File: src/include/asm_pkg.sv
// asm_pkg: constants and carrier types of the audio channel slot mapper.
// assumes a 25 MHz aclk and a 32-bit AXI4-Lite register bus.
package asm_pkg;

	////////////////////////////////////////////////////////////////////////
	// register map: word index, byte address is four times the index
	localparam int            ADDR_W   = 8;
	localparam logic [5:0]    IDX_CH1  = 6'h0b;
	localparam logic [5:0]    IDX_CH2  = 6'h0c;
	localparam logic [5:0]    IDX_CH3  = 6'h0d;
	localparam logic [5:0]    IDX_CH4  = 6'h0e;
	localparam logic [5:0]    IDX_CTRL = 6'h10;
	localparam logic [5:0]    IDX_STAT = 6'h11;

	// per-channel byte: slot number and pin select
	localparam int            SLOT_LSB = 0;
	localparam int            SLOT_W   = 6;
	localparam int            PIN_BIT  = 6;
	localparam logic [7:0]    CH1_RST  = 8'h00;
	localparam logic [7:0]    CH2_RST  = 8'h01;
	localparam logic [7:0]    CH3_RST  = 8'h02;
	localparam logic [7:0]    CH4_RST  = 8'h03;

	// port control byte
	localparam int            FMT_LSB  = 0;
	localparam int            FILL_BIT = 2;
	localparam int            EN_BIT   = 3;
	localparam logic [7:0]    CTRL_RST = 8'h00;
	localparam logic [1:0]    FMT_TDM  = 2'h0;
	localparam logic [1:0]    FMT_I2S  = 2'h1;
	localparam logic [1:0]    FMT_LEFT = 2'h2;

	// status word
	localparam int            UNDR_BIT = 0;
	localparam int            LVL_LSB  = 8;

	localparam logic [1:0]    RESP_OK  = 2'h0;
	localparam logic [1:0]    RESP_ERR = 2'h2;

	////////////////////////////////////////////////////////////////////////
	// frame geometry and timing
	localparam int            NUM_CH     = 4;
	localparam int            SAMPLE_W   = 16;
	localparam int            NUM_SLOTS  = 64;
	localparam int            FIFO_DEPTH = 16;
	localparam int            CNT_W      = 10;
	localparam logic [9:0]    CNT_LAST   = 10'h3ff;
	localparam int            CLK_HZ     = 25_000_000;
	localparam int            BCLK_HZ    = 6_250_000;
	localparam int            BCLK_HALF  = CLK_HZ / (2 * BCLK_HZ);
	localparam logic [3:0]    DIV_HALF   = 4'(BCLK_HALF);
	localparam logic [3:0]    DIV_LAST   = 4'(2 * BCLK_HALF - 1);

	////////////////////////////////////////////////////////////////////////
	typedef struct packed {
		logic                  pin_sel;
		logic [SLOT_W-1:0]     slot;
	} asm_chcfg_s;

	typedef struct packed {
		logic [NUM_CH-1:0][SAMPLE_W-1:0] smp;
	} asm_frame_s;

endpackage

File: src/design/asm_fifo.sv
// asm_fifo: flip-flop fifo with valid/ready on both sides and a level.
// assumes one clock and a synchronous active-low reset.
`timescale 1ns/1ps
module asm_fifo #(
	parameter int W     = 64,
	parameter int DEPTH = 16
) (
	// clock and reset
	input  wire logic                     aclk,
	input  wire logic                     aresetn,
	// fill side
	input  wire logic                     in_valid,
	output logic                          in_ready,
	input  wire logic [W-1:0]             in_data,
	// drain side
	output logic                          out_valid,
	input  wire logic                     out_ready,
	output logic [W-1:0]                  out_data,
	// occupancy
	output logic [$clog2(DEPTH):0]        level
);
	localparam int AW = $clog2(DEPTH);

	logic [DEPTH-1:0][W-1:0] mem_ff, nxt_mem;
	logic [AW:0]             wr_ff, nxt_wr, rd_ff, nxt_rd;
	logic                    push, pop;

	assign level     = wr_ff - rd_ff;
	assign in_ready  = (level != (AW+1)'(DEPTH));
	assign out_valid = (wr_ff != rd_ff);
	assign out_data  = mem_ff[rd_ff[AW-1:0]];
	assign push      = in_valid && in_ready;
	assign pop       = out_valid && out_ready;

	always_comb begin
		nxt_mem = mem_ff;
		nxt_wr  = wr_ff;
		nxt_rd  = rd_ff;
		if (push) begin
			nxt_mem[wr_ff[AW-1:0]] = in_data;
			nxt_wr = wr_ff + 1'b1;
		end
		if (pop) begin
			nxt_rd = rd_ff + 1'b1;
		end
	end

	always_ff @(posedge aclk) begin
		if (!aresetn) begin
			mem_ff <= '0;
			wr_ff  <= '0;
			rd_ff  <= '0;
		end else begin
			mem_ff <= nxt_mem;
			wr_ff  <= nxt_wr;
			rd_ff  <= nxt_rd;
		end
	end

endmodule // asm_fifo

File: src/design/asm_slot_mapper.sv
// asm_slot_mapper: places four record channels into serial audio slots.
// assumes an AXI4-Lite master and a sample source that pushes whole frames.
`timescale 1ns/1ps

// Summary of operation
// - a channel whose pin select is clear goes out on the primary pin.
// - a channel whose pin select is set goes out on the secondary pin.
// - in TDM the channel uses the slot equal to its 6-bit slot number.
// - in I2S or left-justified mode, slots 0 to 31 sit in the left half.
// - in I2S or left-justified mode, slots 32 to 63 map to right slot n-32.
// - each channel byte holds slot in bits 5:0, pin in bit 6, bit 7 reads 0.
// - after reset channels one to four sit in slots 0 to 3 on the primary.
// - channel two, three and four bytes sit at consecutive word indices.
// - unoccupied bit cycles drive zero or release the pin by fill mode.
module asm_slot_mapper (
	// clock and reset
	input  wire logic                          aclk,
	input  wire logic                          aresetn,
	// axi4-lite write
	input  wire logic [asm_pkg::ADDR_W-1:0]    s_axi_awaddr,
	input  wire logic                          s_axi_awvalid,
	output logic                               s_axi_awready,
	input  wire logic [31:0]                   s_axi_wdata,
	input  wire logic [3:0]                    s_axi_wstrb,
	input  wire logic                          s_axi_wvalid,
	output logic                               s_axi_wready,
	output logic [1:0]                         s_axi_bresp,
	output logic                               s_axi_bvalid,
	input  wire logic                          s_axi_bready,
	// axi4-lite read
	input  wire logic [asm_pkg::ADDR_W-1:0]    s_axi_araddr,
	input  wire logic                          s_axi_arvalid,
	output logic                               s_axi_arready,
	output logic [31:0]                        s_axi_rdata,
	output logic [1:0]                         s_axi_rresp,
	output logic                               s_axi_rvalid,
	input  wire logic                          s_axi_rready,
	// sample frames in
	input  wire logic                          smp_valid,
	output logic                               smp_ready,
	input  wire asm_pkg::asm_frame_s           smp_data,
	// serial audio port
	output logic                               bit_clk,
	output logic                               frame_sync,
	output logic                               primary_serial_out,
	output logic                               primary_serial_oe,
	output logic                               general_pin_one_out,
	output logic                               general_pin_one_oe
);

	////////////////////////////////////////////////////////////////////////
	// register bus
	asm_pkg::asm_chcfg_s [3:0]         cfg_ff, nxt_cfg;
	logic [7:0]                        ctrl_ff, nxt_ctrl;
	logic                              undr_ff, nxt_undr;
	logic                              aw_got_ff, nxt_aw_got;
	logic                              w_got_ff, nxt_w_got;
	logic [5:0]                        widx_ff, nxt_widx;
	logic [31:0]                       wdat_ff, nxt_wdat;
	logic [3:0]                        wstb_ff, nxt_wstb;
	logic                              bvalid_ff, nxt_bvalid;
	logic [1:0]                        bresp_ff, nxt_bresp;
	logic                              rvalid_ff, nxt_rvalid;
	logic [1:0]                        rresp_ff, nxt_rresp;
	logic [31:0]                       rdata_ff, nxt_rdata;
	logic [5:0]                        ridx_ff, nxt_ridx;
	logic                              wr_do, underrun;
	logic [5:0]                        ar_idx;
	logic [$clog2(asm_pkg::FIFO_DEPTH):0] fifo_lvl;

	function automatic logic is_mapped(input logic [5:0] idx);
		is_mapped = (idx == asm_pkg::IDX_CH1) || (idx == asm_pkg::IDX_CH2) ||
			(idx == asm_pkg::IDX_CH3) || (idx == asm_pkg::IDX_CH4) ||
			(idx == asm_pkg::IDX_CTRL) || (idx == asm_pkg::IDX_STAT);
	endfunction

	assign s_axi_awready = !aw_got_ff && !bvalid_ff;
	assign s_axi_wready  = !w_got_ff && !bvalid_ff;
	assign s_axi_arready = !rvalid_ff;
	assign s_axi_bvalid  = bvalid_ff;
	assign s_axi_bresp   = bresp_ff;
	assign s_axi_rvalid  = rvalid_ff;
	assign s_axi_rresp   = rresp_ff;
	assign s_axi_rdata   = rdata_ff;
	assign wr_do         = aw_got_ff && w_got_ff;
	assign ar_idx        = s_axi_araddr[7:2];

	always_comb begin
		nxt_aw_got = aw_got_ff;
		nxt_w_got  = w_got_ff;
		nxt_widx   = widx_ff;
		nxt_wdat   = wdat_ff;
		nxt_wstb   = wstb_ff;
		nxt_bvalid = bvalid_ff;
		nxt_bresp  = bresp_ff;
		nxt_cfg    = cfg_ff;
		nxt_ctrl   = ctrl_ff;
		nxt_undr   = undr_ff;
		if (s_axi_awvalid && s_axi_awready) begin
			nxt_aw_got = 1'b1;
			nxt_widx   = s_axi_awaddr[7:2];
		end
		if (s_axi_wvalid && s_axi_wready) begin
			nxt_w_got = 1'b1;
			nxt_wdat  = s_axi_wdata;
			nxt_wstb  = s_axi_wstrb;
		end
		if (wr_do) begin
			nxt_aw_got = 1'b0;
			nxt_w_got  = 1'b0;
			nxt_bvalid = 1'b1;
			nxt_bresp  = is_mapped(widx_ff) ? asm_pkg::RESP_OK
				: asm_pkg::RESP_ERR;
			// only the low byte lane carries register bits
			if (wstb_ff[0]) begin
				case (widx_ff)
				asm_pkg::IDX_CH1: nxt_cfg[0] = wdat_ff[6:0];
				asm_pkg::IDX_CH2: nxt_cfg[1] = wdat_ff[6:0];
				asm_pkg::IDX_CH3: nxt_cfg[2] = wdat_ff[6:0];
				asm_pkg::IDX_CH4: nxt_cfg[3] = wdat_ff[6:0];
				asm_pkg::IDX_CTRL: nxt_ctrl = {4'h0, wdat_ff[3:0]};
				asm_pkg::IDX_STAT: begin
					if (wdat_ff[asm_pkg::UNDR_BIT])
						nxt_undr = 1'b0;
				end
				default: ;
				endcase
			end
		end
		if (s_axi_bvalid && s_axi_bready)
			nxt_bvalid = 1'b0;
		// a new underrun beats a clear in the same cycle
		if (underrun)
			nxt_undr = 1'b1;
	end

	always_comb begin
		nxt_rvalid = rvalid_ff;
		nxt_rresp  = rresp_ff;
		nxt_rdata  = rdata_ff;
		nxt_ridx   = ridx_ff;
		if (s_axi_rvalid && s_axi_rready)
			nxt_rvalid = 1'b0;
		if (s_axi_arvalid && s_axi_arready) begin
			nxt_rvalid = 1'b1;
			nxt_ridx   = ar_idx;
			nxt_rresp  = is_mapped(ar_idx) ? asm_pkg::RESP_OK
				: asm_pkg::RESP_ERR;
			case (ar_idx)
			asm_pkg::IDX_CH1: nxt_rdata = {25'h0, cfg_ff[0]};
			asm_pkg::IDX_CH2: nxt_rdata = {25'h0, cfg_ff[1]};
			asm_pkg::IDX_CH3: nxt_rdata = {25'h0, cfg_ff[2]};
			asm_pkg::IDX_CH4: nxt_rdata = {25'h0, cfg_ff[3]};
			asm_pkg::IDX_CTRL: nxt_rdata = {24'h0, ctrl_ff};
			asm_pkg::IDX_STAT: nxt_rdata = {19'h0, fifo_lvl, 7'h0, undr_ff};
			default: nxt_rdata = 32'h0;
			endcase
		end
	end

	always_ff @(posedge aclk) begin
		if (!aresetn) begin
			cfg_ff[0] <= asm_pkg::CH1_RST[6:0];
			cfg_ff[1] <= asm_pkg::CH2_RST[6:0];
			cfg_ff[2] <= asm_pkg::CH3_RST[6:0];
			cfg_ff[3] <= asm_pkg::CH4_RST[6:0];
			ctrl_ff   <= asm_pkg::CTRL_RST;
			undr_ff   <= 1'b0;
			aw_got_ff <= 1'b0;
			w_got_ff  <= 1'b0;
			widx_ff   <= 6'h00;
			wdat_ff   <= 32'h0;
			wstb_ff   <= 4'h0;
			bvalid_ff <= 1'b0;
			bresp_ff  <= 2'h0;
			rvalid_ff <= 1'b0;
			rresp_ff  <= 2'h0;
			rdata_ff  <= 32'h0;
			ridx_ff   <= 6'h00;
		end else begin
			cfg_ff    <= nxt_cfg;
			ctrl_ff   <= nxt_ctrl;
			undr_ff   <= nxt_undr;
			aw_got_ff <= nxt_aw_got;
			w_got_ff  <= nxt_w_got;
			widx_ff   <= nxt_widx;
			wdat_ff   <= nxt_wdat;
			wstb_ff   <= nxt_wstb;
			bvalid_ff <= nxt_bvalid;
			bresp_ff  <= nxt_bresp;
			rvalid_ff <= nxt_rvalid;
			rresp_ff  <= nxt_rresp;
			rdata_ff  <= nxt_rdata;
			ridx_ff   <= nxt_ridx;
		end
	end

	////////////////////////////////////////////////////////////////////////
	// sample fifo: frames are popped one per serial frame
	asm_pkg::asm_frame_s fifo_data;
	logic                fifo_valid, fifo_pop;

	asm_fifo #(
		.W     ($bits(asm_pkg::asm_frame_s)),
		.DEPTH (asm_pkg::FIFO_DEPTH)
	) u_fifo (
		.aclk      (aclk),
		.aresetn   (aresetn),
		.in_valid  (smp_valid),
		.in_ready  (smp_ready),
		.in_data   (smp_data),
		.out_valid (fifo_valid),
		.out_ready (fifo_pop),
		.out_data  (fifo_data),
		.level     (fifo_lvl)
	);

	////////////////////////////////////////////////////////////////////////
	// bit clock divider and frame counter
	logic [3:0]                      div_ff, nxt_div;
	logic [asm_pkg::CNT_W-1:0]       cnt_ff, nxt_cnt;
	asm_pkg::asm_frame_s             frame_ff, nxt_frame;
	logic                            bclk_ff, nxt_bclk;
	logic                            port_en, fill_hiz, bit_en, frame_end;
	logic [1:0]                      fmt;

	assign port_en   = ctrl_ff[asm_pkg::EN_BIT];
	assign fill_hiz  = ctrl_ff[asm_pkg::FILL_BIT];
	assign fmt       = ctrl_ff[asm_pkg::FMT_LSB +: 2];
	assign bit_en    = port_en && (div_ff == asm_pkg::DIV_LAST);
	assign frame_end = bit_en && (cnt_ff == asm_pkg::CNT_LAST);
	assign fifo_pop  = frame_end && fifo_valid;
	assign underrun  = frame_end && !fifo_valid;

	always_comb begin
		nxt_div   = div_ff;
		nxt_cnt   = cnt_ff;
		nxt_frame = frame_ff;
		if (!port_en) begin
			nxt_div = 4'h0;
			nxt_cnt = '0;
		end else if (bit_en) begin
			nxt_div = 4'h0;
			nxt_cnt = cnt_ff + 1'b1;
		end else begin
			nxt_div = div_ff + 1'b1;
		end
		// an empty fifo sends a silent frame rather than stale data
		if (frame_end)
			nxt_frame = fifo_valid ? fifo_data : '0;
		// high in the second half of each bit so the edge lands mid-bit
		nxt_bclk = port_en && (nxt_div >= asm_pkg::DIV_HALF);
	end

	always_ff @(posedge aclk) begin
		if (!aresetn) begin
			div_ff   <= 4'h0;
			cnt_ff   <= '0;
			frame_ff <= '0;
			bclk_ff  <= 1'b0;
		end else begin
			div_ff   <= nxt_div;
			cnt_ff   <= nxt_cnt;
			frame_ff <= nxt_frame;
			bclk_ff  <= nxt_bclk;
		end
	end

	////////////////////////////////////////////////////////////////////////
	// slot match per channel and pin steering
	logic [3:0]  hit, hit_prim, hit_sec;
	logic [3:0]  bit_idx;
	logic        prim_bit, sec_bit, prim_any, sec_any;
	logic        half_right;
	logic [4:0]  half_slot;

	assign bit_idx    = 4'hf - cnt_ff[3:0];
	assign half_right = cnt_ff[9];
	assign half_slot  = cnt_ff[8:4];

	for (genvar c = 0; c < asm_pkg::NUM_CH; c++) begin : g_ch
		always_comb begin
			if (fmt == asm_pkg::FMT_I2S || fmt == asm_pkg::FMT_LEFT) begin
				// upper half of the slot range maps to the right half-frame
				hit[c] = (cfg_ff[c].slot[5] == half_right) &&
					(cfg_ff[c].slot[4:0] == half_slot);
			end else begin
				hit[c] = (cfg_ff[c].slot == cnt_ff[9:4]);
			end
		end
		assign hit_prim[c] = port_en && hit[c] && !cfg_ff[c].pin_sel;
		assign hit_sec[c]  = port_en && hit[c] && cfg_ff[c].pin_sel;
	end

	// overlapping slots on one pin: the lowest channel wins
	always_comb begin
		prim_bit = 1'b0;
		sec_bit  = 1'b0;
		for (int c = asm_pkg::NUM_CH - 1; c >= 0; c--) begin
			if (hit_prim[c])
				prim_bit = frame_ff.smp[c][bit_idx];
			if (hit_sec[c])
				sec_bit = frame_ff.smp[c][bit_idx];
		end
	end

	assign prim_any = |hit_prim;
	assign sec_any  = |hit_sec;

	////////////////////////////////////////////////////////////////////////
	// output pins
	logic prim_out_ff, nxt_prim_out, prim_oe_ff, nxt_prim_oe;
	logic sec_out_ff, nxt_sec_out, sec_oe_ff, nxt_sec_oe;
	logic fsync_ff, nxt_fsync;

	always_comb begin
		nxt_prim_out = prim_any && prim_bit;
		nxt_prim_oe  = prim_any || !fill_hiz;
		nxt_sec_out  = sec_any && sec_bit;
		nxt_sec_oe   = sec_any || !fill_hiz;
		case (fmt)
		asm_pkg::FMT_I2S:  nxt_fsync = port_en && half_right;
		asm_pkg::FMT_LEFT: nxt_fsync = port_en && !half_right;
		default:           nxt_fsync = port_en && (cnt_ff == '0);
		endcase
	end

	always_ff @(posedge aclk) begin
		if (!aresetn) begin
			prim_out_ff <= 1'b0;
			prim_oe_ff  <= 1'b0;
			sec_out_ff  <= 1'b0;
			sec_oe_ff   <= 1'b0;
			fsync_ff    <= 1'b0;
		end else begin
			prim_out_ff <= nxt_prim_out;
			prim_oe_ff  <= nxt_prim_oe;
			sec_out_ff  <= nxt_sec_out;
			sec_oe_ff   <= nxt_sec_oe;
			fsync_ff    <= nxt_fsync;
		end
	end

	assign bit_clk             = bclk_ff;
	assign frame_sync          = fsync_ff;
	assign primary_serial_out  = prim_out_ff;
	assign primary_serial_oe   = prim_oe_ff;
	assign general_pin_one_out = sec_out_ff;
	assign general_pin_one_oe  = sec_oe_ff;
endmodule // asm_slot_mapper

File: config.mk
export PLATFORM = sky130hd
export DESIGN_NAME = asm_slot_mapper
export DESIGN_NICKNAME = d
export VERILOG_FILES = /design/src/include/asm_pkg.sv /design/src/design/asm_fifo.sv /design/src/design/asm_slot_mapper.sv
export SDC_FILE = /design/constraint.sdc
export NUM_CORES = 2
export LEC_CHECK = 0
export ABC_AREA = 1
export BUFFER_PORTS_ARGS = -buffer_cell sky130_fd_sc_hd__buf_2
export CAP_MARGIN = 20
export CORE_MARGIN = 1
export CORE_UTILIZATION = 39
export CTS_BUF_LIST = sky130_fd_sc_hd__clkbuf_8
export CTS_CLUSTER_SIZE = 20
export DETAILED_ROUTE_END_ITERATION = 7
export MAX_ROUTING_LAYER = met4
export PLACE_DENSITY_LB_ADDON = 0.25
export SETUP_SLACK_MARGIN = 0.05
export SYNTH_ARGS = -nofsm -noshare
export SYNTH_HDL_FRONTEND = slang
export SYNTH_HIERARCHICAL = 1
export SYNTH_SLANG_ARGS = --single-unit
File: constraint.sdc
create_clock -name aclk -period 3.41 [get_ports aclk]
set_input_delay 0.8525 -clock aclk [delete_from_list [all_inputs] [get_ports aclk]]
set_output_delay 0.8525 -clock aclk [all_outputs]
set_load 0.01 [all_outputs]
==> results.md <==
* Critical-path cell list: inv_6, ha_4, fa_2, nand2_2, nor2_4, nand3_4, buf_6
* First DRT Iteration DRCs at 7417
* CTS root buf: clkbuf_8
* DR WL/cell at 19.2 um
* Post-synth EDFFs at 0
* Num rows at 150
* Commonest non-fill, non-tap cell in the layout: nand2_1
* Outcome: completed
* Min Tclk post-route at 3.33 ns
* Max-slew violations at 0
* Unrepaired setup endpoints after global routing: true
* Area grow syn2layout at 9.40%
* Commonest non-fill, non-tap cells in the layout: nand2_1 (2508), inv_1 (2289), dfxtp_1 (1175)
* Die width at 413 um
* Library cells used by synthesis at 45
* Final setup violation count at 0
* Type of the worst setup path: reg2out
* #FFs+latches synth at 1183
* Chip Height at 413 um
* Slew margin rel. at 18.3%
* Crit path max-delay cell type: fa_2
* Yosys warns at 6
* CTS H-tree lvls at 4
* Residual DRC count at 0
* Maximum net fanout on the critical path at 3
* Async SR Flop Fraction at 0%
* Share of cells above drive strength 1 at 6.63%
* Worst-path clk slew at 0.06 ns
* Via count at 66.9k
* Leak at 33.2 nW
* Hold Violations, Final at 0
* Global-route wire length before repair at 369 mm
* Final Cell Area at 0.0722 sq mm
* Placed cell area at 0.0678 sq mm
* Worst slew pin tran at 1.23 ns
* CTS Hold Bufs at 0
* Crit Reg-Reg Startpoint: u_fifo/wr_ff[2]
* Setup TNS at 0 ns
* Ys flop type: dfxtp_1
* Final Skew at 0.0428 ns
* Worst hold path class: in2reg
* Period utilisation layout at 97.7%
* Hold Path End: s_axi_bvalid
* Grt total ovfl at 0
* Hold Path Stages at 2
* Worst skew pair latency at 0.96 ns
* Post-layout util at 43.1%
* Worst EP arrival at 2.48 ns
* RR Endpoint: u_fifo/mem_ff[338]
* Avg Cell Area, Syn at 6.11 sq um
* CTS Buf Count at 205
* Fmax at 300 MHz
* CTS sink cnt at 1183
* VDD IR max at 0.425 mV
* HP Start: s_axi_bready
* Starting Density at 39.4%
* Fin worst setup slack at 0.0772 ns
* Port Buf Inserts at 117
* Setup crit end kind: output port
* Length in cells of the worst reg-to-reg path at 12
* Worst reg2reg setup slack at 0.35 ns
* Clk buf depth at 3
* Final wirelength at 245 mm
* Largest net degree at the start of global routing at 152
* Worst EP required at 2.56 ns
* Core ar. at 0.168 sq mm
* PD cells at 422 mW/mm^2
* I/O pin total at 172
* DP Worst Slack at 0.226 ns
* Total GRT Usage at 28.6%
* Max cap viols at 0
* Final antenna-violating net count at 0
* Nets at 10.5k
* Slowest Stage Delay on Critical Path at 0.54 ns
* Initial antenna violation count at 6
* Sequential element share of the synthesized area at 35.9%
* Netlist Area Pre-Place at 0.0660 sq mm
* Post-Synthesis Cells at 10.8k
* Worst Setup Start Kind: flip-flop
* CTS tree: built
* Die area at 0.171 sq mm
* Detailed Place HPWL at 128 mm
* Filler cells at 17.5k
* Vias/cell at 5.24
* GPL Wtd Cong at 0.887
* Pre-antenna DRT Iters at 6
* Vias in the first global route at 60.3k
* Worst hold slack at 0.0790 ns
-- registers in the layout, indices dropped and copies added (netlist names), 4 cells and up --
| name | flops |
|---|---|
| u_fifo/wr_ff | 5 |
| cnt_ff | 10 |
| cfg_ff | 28 |
| wdat_ff | 7 |
| s_axi_rdata | 12 |
| u_fifo/rd_ff | 5 |
| ctrl_ff | 4 |
| div_ff | 4 |
| widx_ff | 6 |
| frame_ff | 64 |
| u_fifo/mem_ff | 1024 |
-- metrics by stage --
step	total power, mW	cells
after global routing	31.6	12800
after detailed placement	17.1	12400
after floorplan	16.3	10800
after CTS	30.6	12800
after global placement	17.1	12400
final	30.5	12800
-- where the power goes --
group          leakage (nW)  internal, mW  switching, mW
Combinational          21.2         0.707           2.01
Sequential             9.57          14.1          0.105
Clock                  2.43          7.25           6.35
Total                  33.2          22.0           8.46
-- cell type report --
cell class	count	area, sq um	share of cell area [%]
Tap cell	2204	2760	3.82
Inverter	2232	8410	11.7
Antenna cell	6	15.0	0.0208
Clock inverter	101	599	0.831
Timing Repair Buffer	300	3140	4.35
Clock buffer	263	3620	5.02
Sequential cell	1183	23700	32.9
Multi-Input combinational cell	6487	29900	41.5
-- kinds of logic (layout without fill, tap and decap cells) --
| family | count (synthesis) | in the layout | share of synthesized area (%) |
|---|---|---|---|
| buffers and inverters | 3140 | 2896 | 19.2 |
| AO/OA/AOI/OAI | 1331 | 1331 | 10.2 |
| other | 1 | 28 | 0.00569 |
| AND/OR/NAND/NOR | 5112 | 5112 | 34.3 |
| flip-flops | 1183 | 1183 | 35.9 |
| XOR/XNOR | 7 | 7 | 0.0930 |
| adder cells (fa/ha/maj) | 15 | 15 | 0.296 |
-- critical path: cells and delay by family, from the launching register on --
family                     cells  cell delay [ns]
buffers and inverters          2             0.19
adders and majority gates      2             0.69
and+or+nand+nor                3             0.28
DFF                            1             0.37
-- how the worst max path moves through the flow --
| stage | slack, ns | end | cells past startpoint | from |
|---|---|---|---|---|
| after detailed placement | 0.23 | u_fifo/mem_ff[340] | 12 | u_fifo/wr_ff[0] |
| after global routing | -0.04 | smp_ready | 7 | u_fifo/wr_ff[0] |
| final | 0.08 | smp_ready | 7 | u_fifo/wr_ff[0] |
| after floorplan | 0.33 | smp_ready | 13 | u_fifo/rd_ff[1] |
| after global placement | 0.34 | u_fifo/mem_ff[490] | 12 | u_fifo/wr_ff[0] |
| after CTS | -0.11 | smp_ready | 11 | u_fifo/wr_ff[0] |
-- metal layers --
metal / vias up / track usage (%) / wire length, um / share of wire, %
met4: 0 / 11.3 / 9610 / 3.9
li1: 32600 / - / - / -
met1: 30800 / 37.5 / 105000 / 43
met2: 2967 / 43.8 / 108000 / 44
met3: 533 / 4.68 / 21300 / 8.7
met5: - / - / 0 / 0
-- repair_timing --
action / 4_1_cts / 5_1_grt
hold endpoints to repair: 0 / 0
buffers inserted: 7 / 0
setup endpoints to repair: 1 / 1
gates cloned: 0 / 0
pin swaps: 7 / 6
resized for setup: 19 / 7
-- synthesized netlist by cell type (2+ instances only) --
library cell  number  area share (%)
a211oi_1           3           0.034
nor3_1            13           0.099
nand2_1         2512              14
a31oi_1            5           0.047
o211ai_1           4           0.046
nor3b_1            2           0.023
nand2_2           31            0.29
inv_1           2222              13
dfxtp_1         1183              36
buf_2            142             1.1
nand3_4            8            0.21
xor2_1             5           0.066
nor4_1             3           0.028
clkbuf_2           4           0.030
o22ai_1           11            0.10
buf_4             35            0.40
buf_8              2           0.046
clkbuf_1         420             2.4
nand3_1          391             3.0
clkinv_1           2           0.011
o21ai_1           11           0.083
buf_6             74             1.3
o21ai_0          638             4.8
nor4_2             2           0.038
o21a_1             2           0.023
nand3_2            9            0.14
nor2_1          1096             6.2
nand4_1         1036             9.8
nor2_2             2           0.019
ha_1              14            0.27
xnor2_1            2           0.027
inv_2              8           0.046
a21oi_1          655             5.0
nor3_2             2           0.030
buf_1            230             1.3
Power figures use the tool's default switching activity.
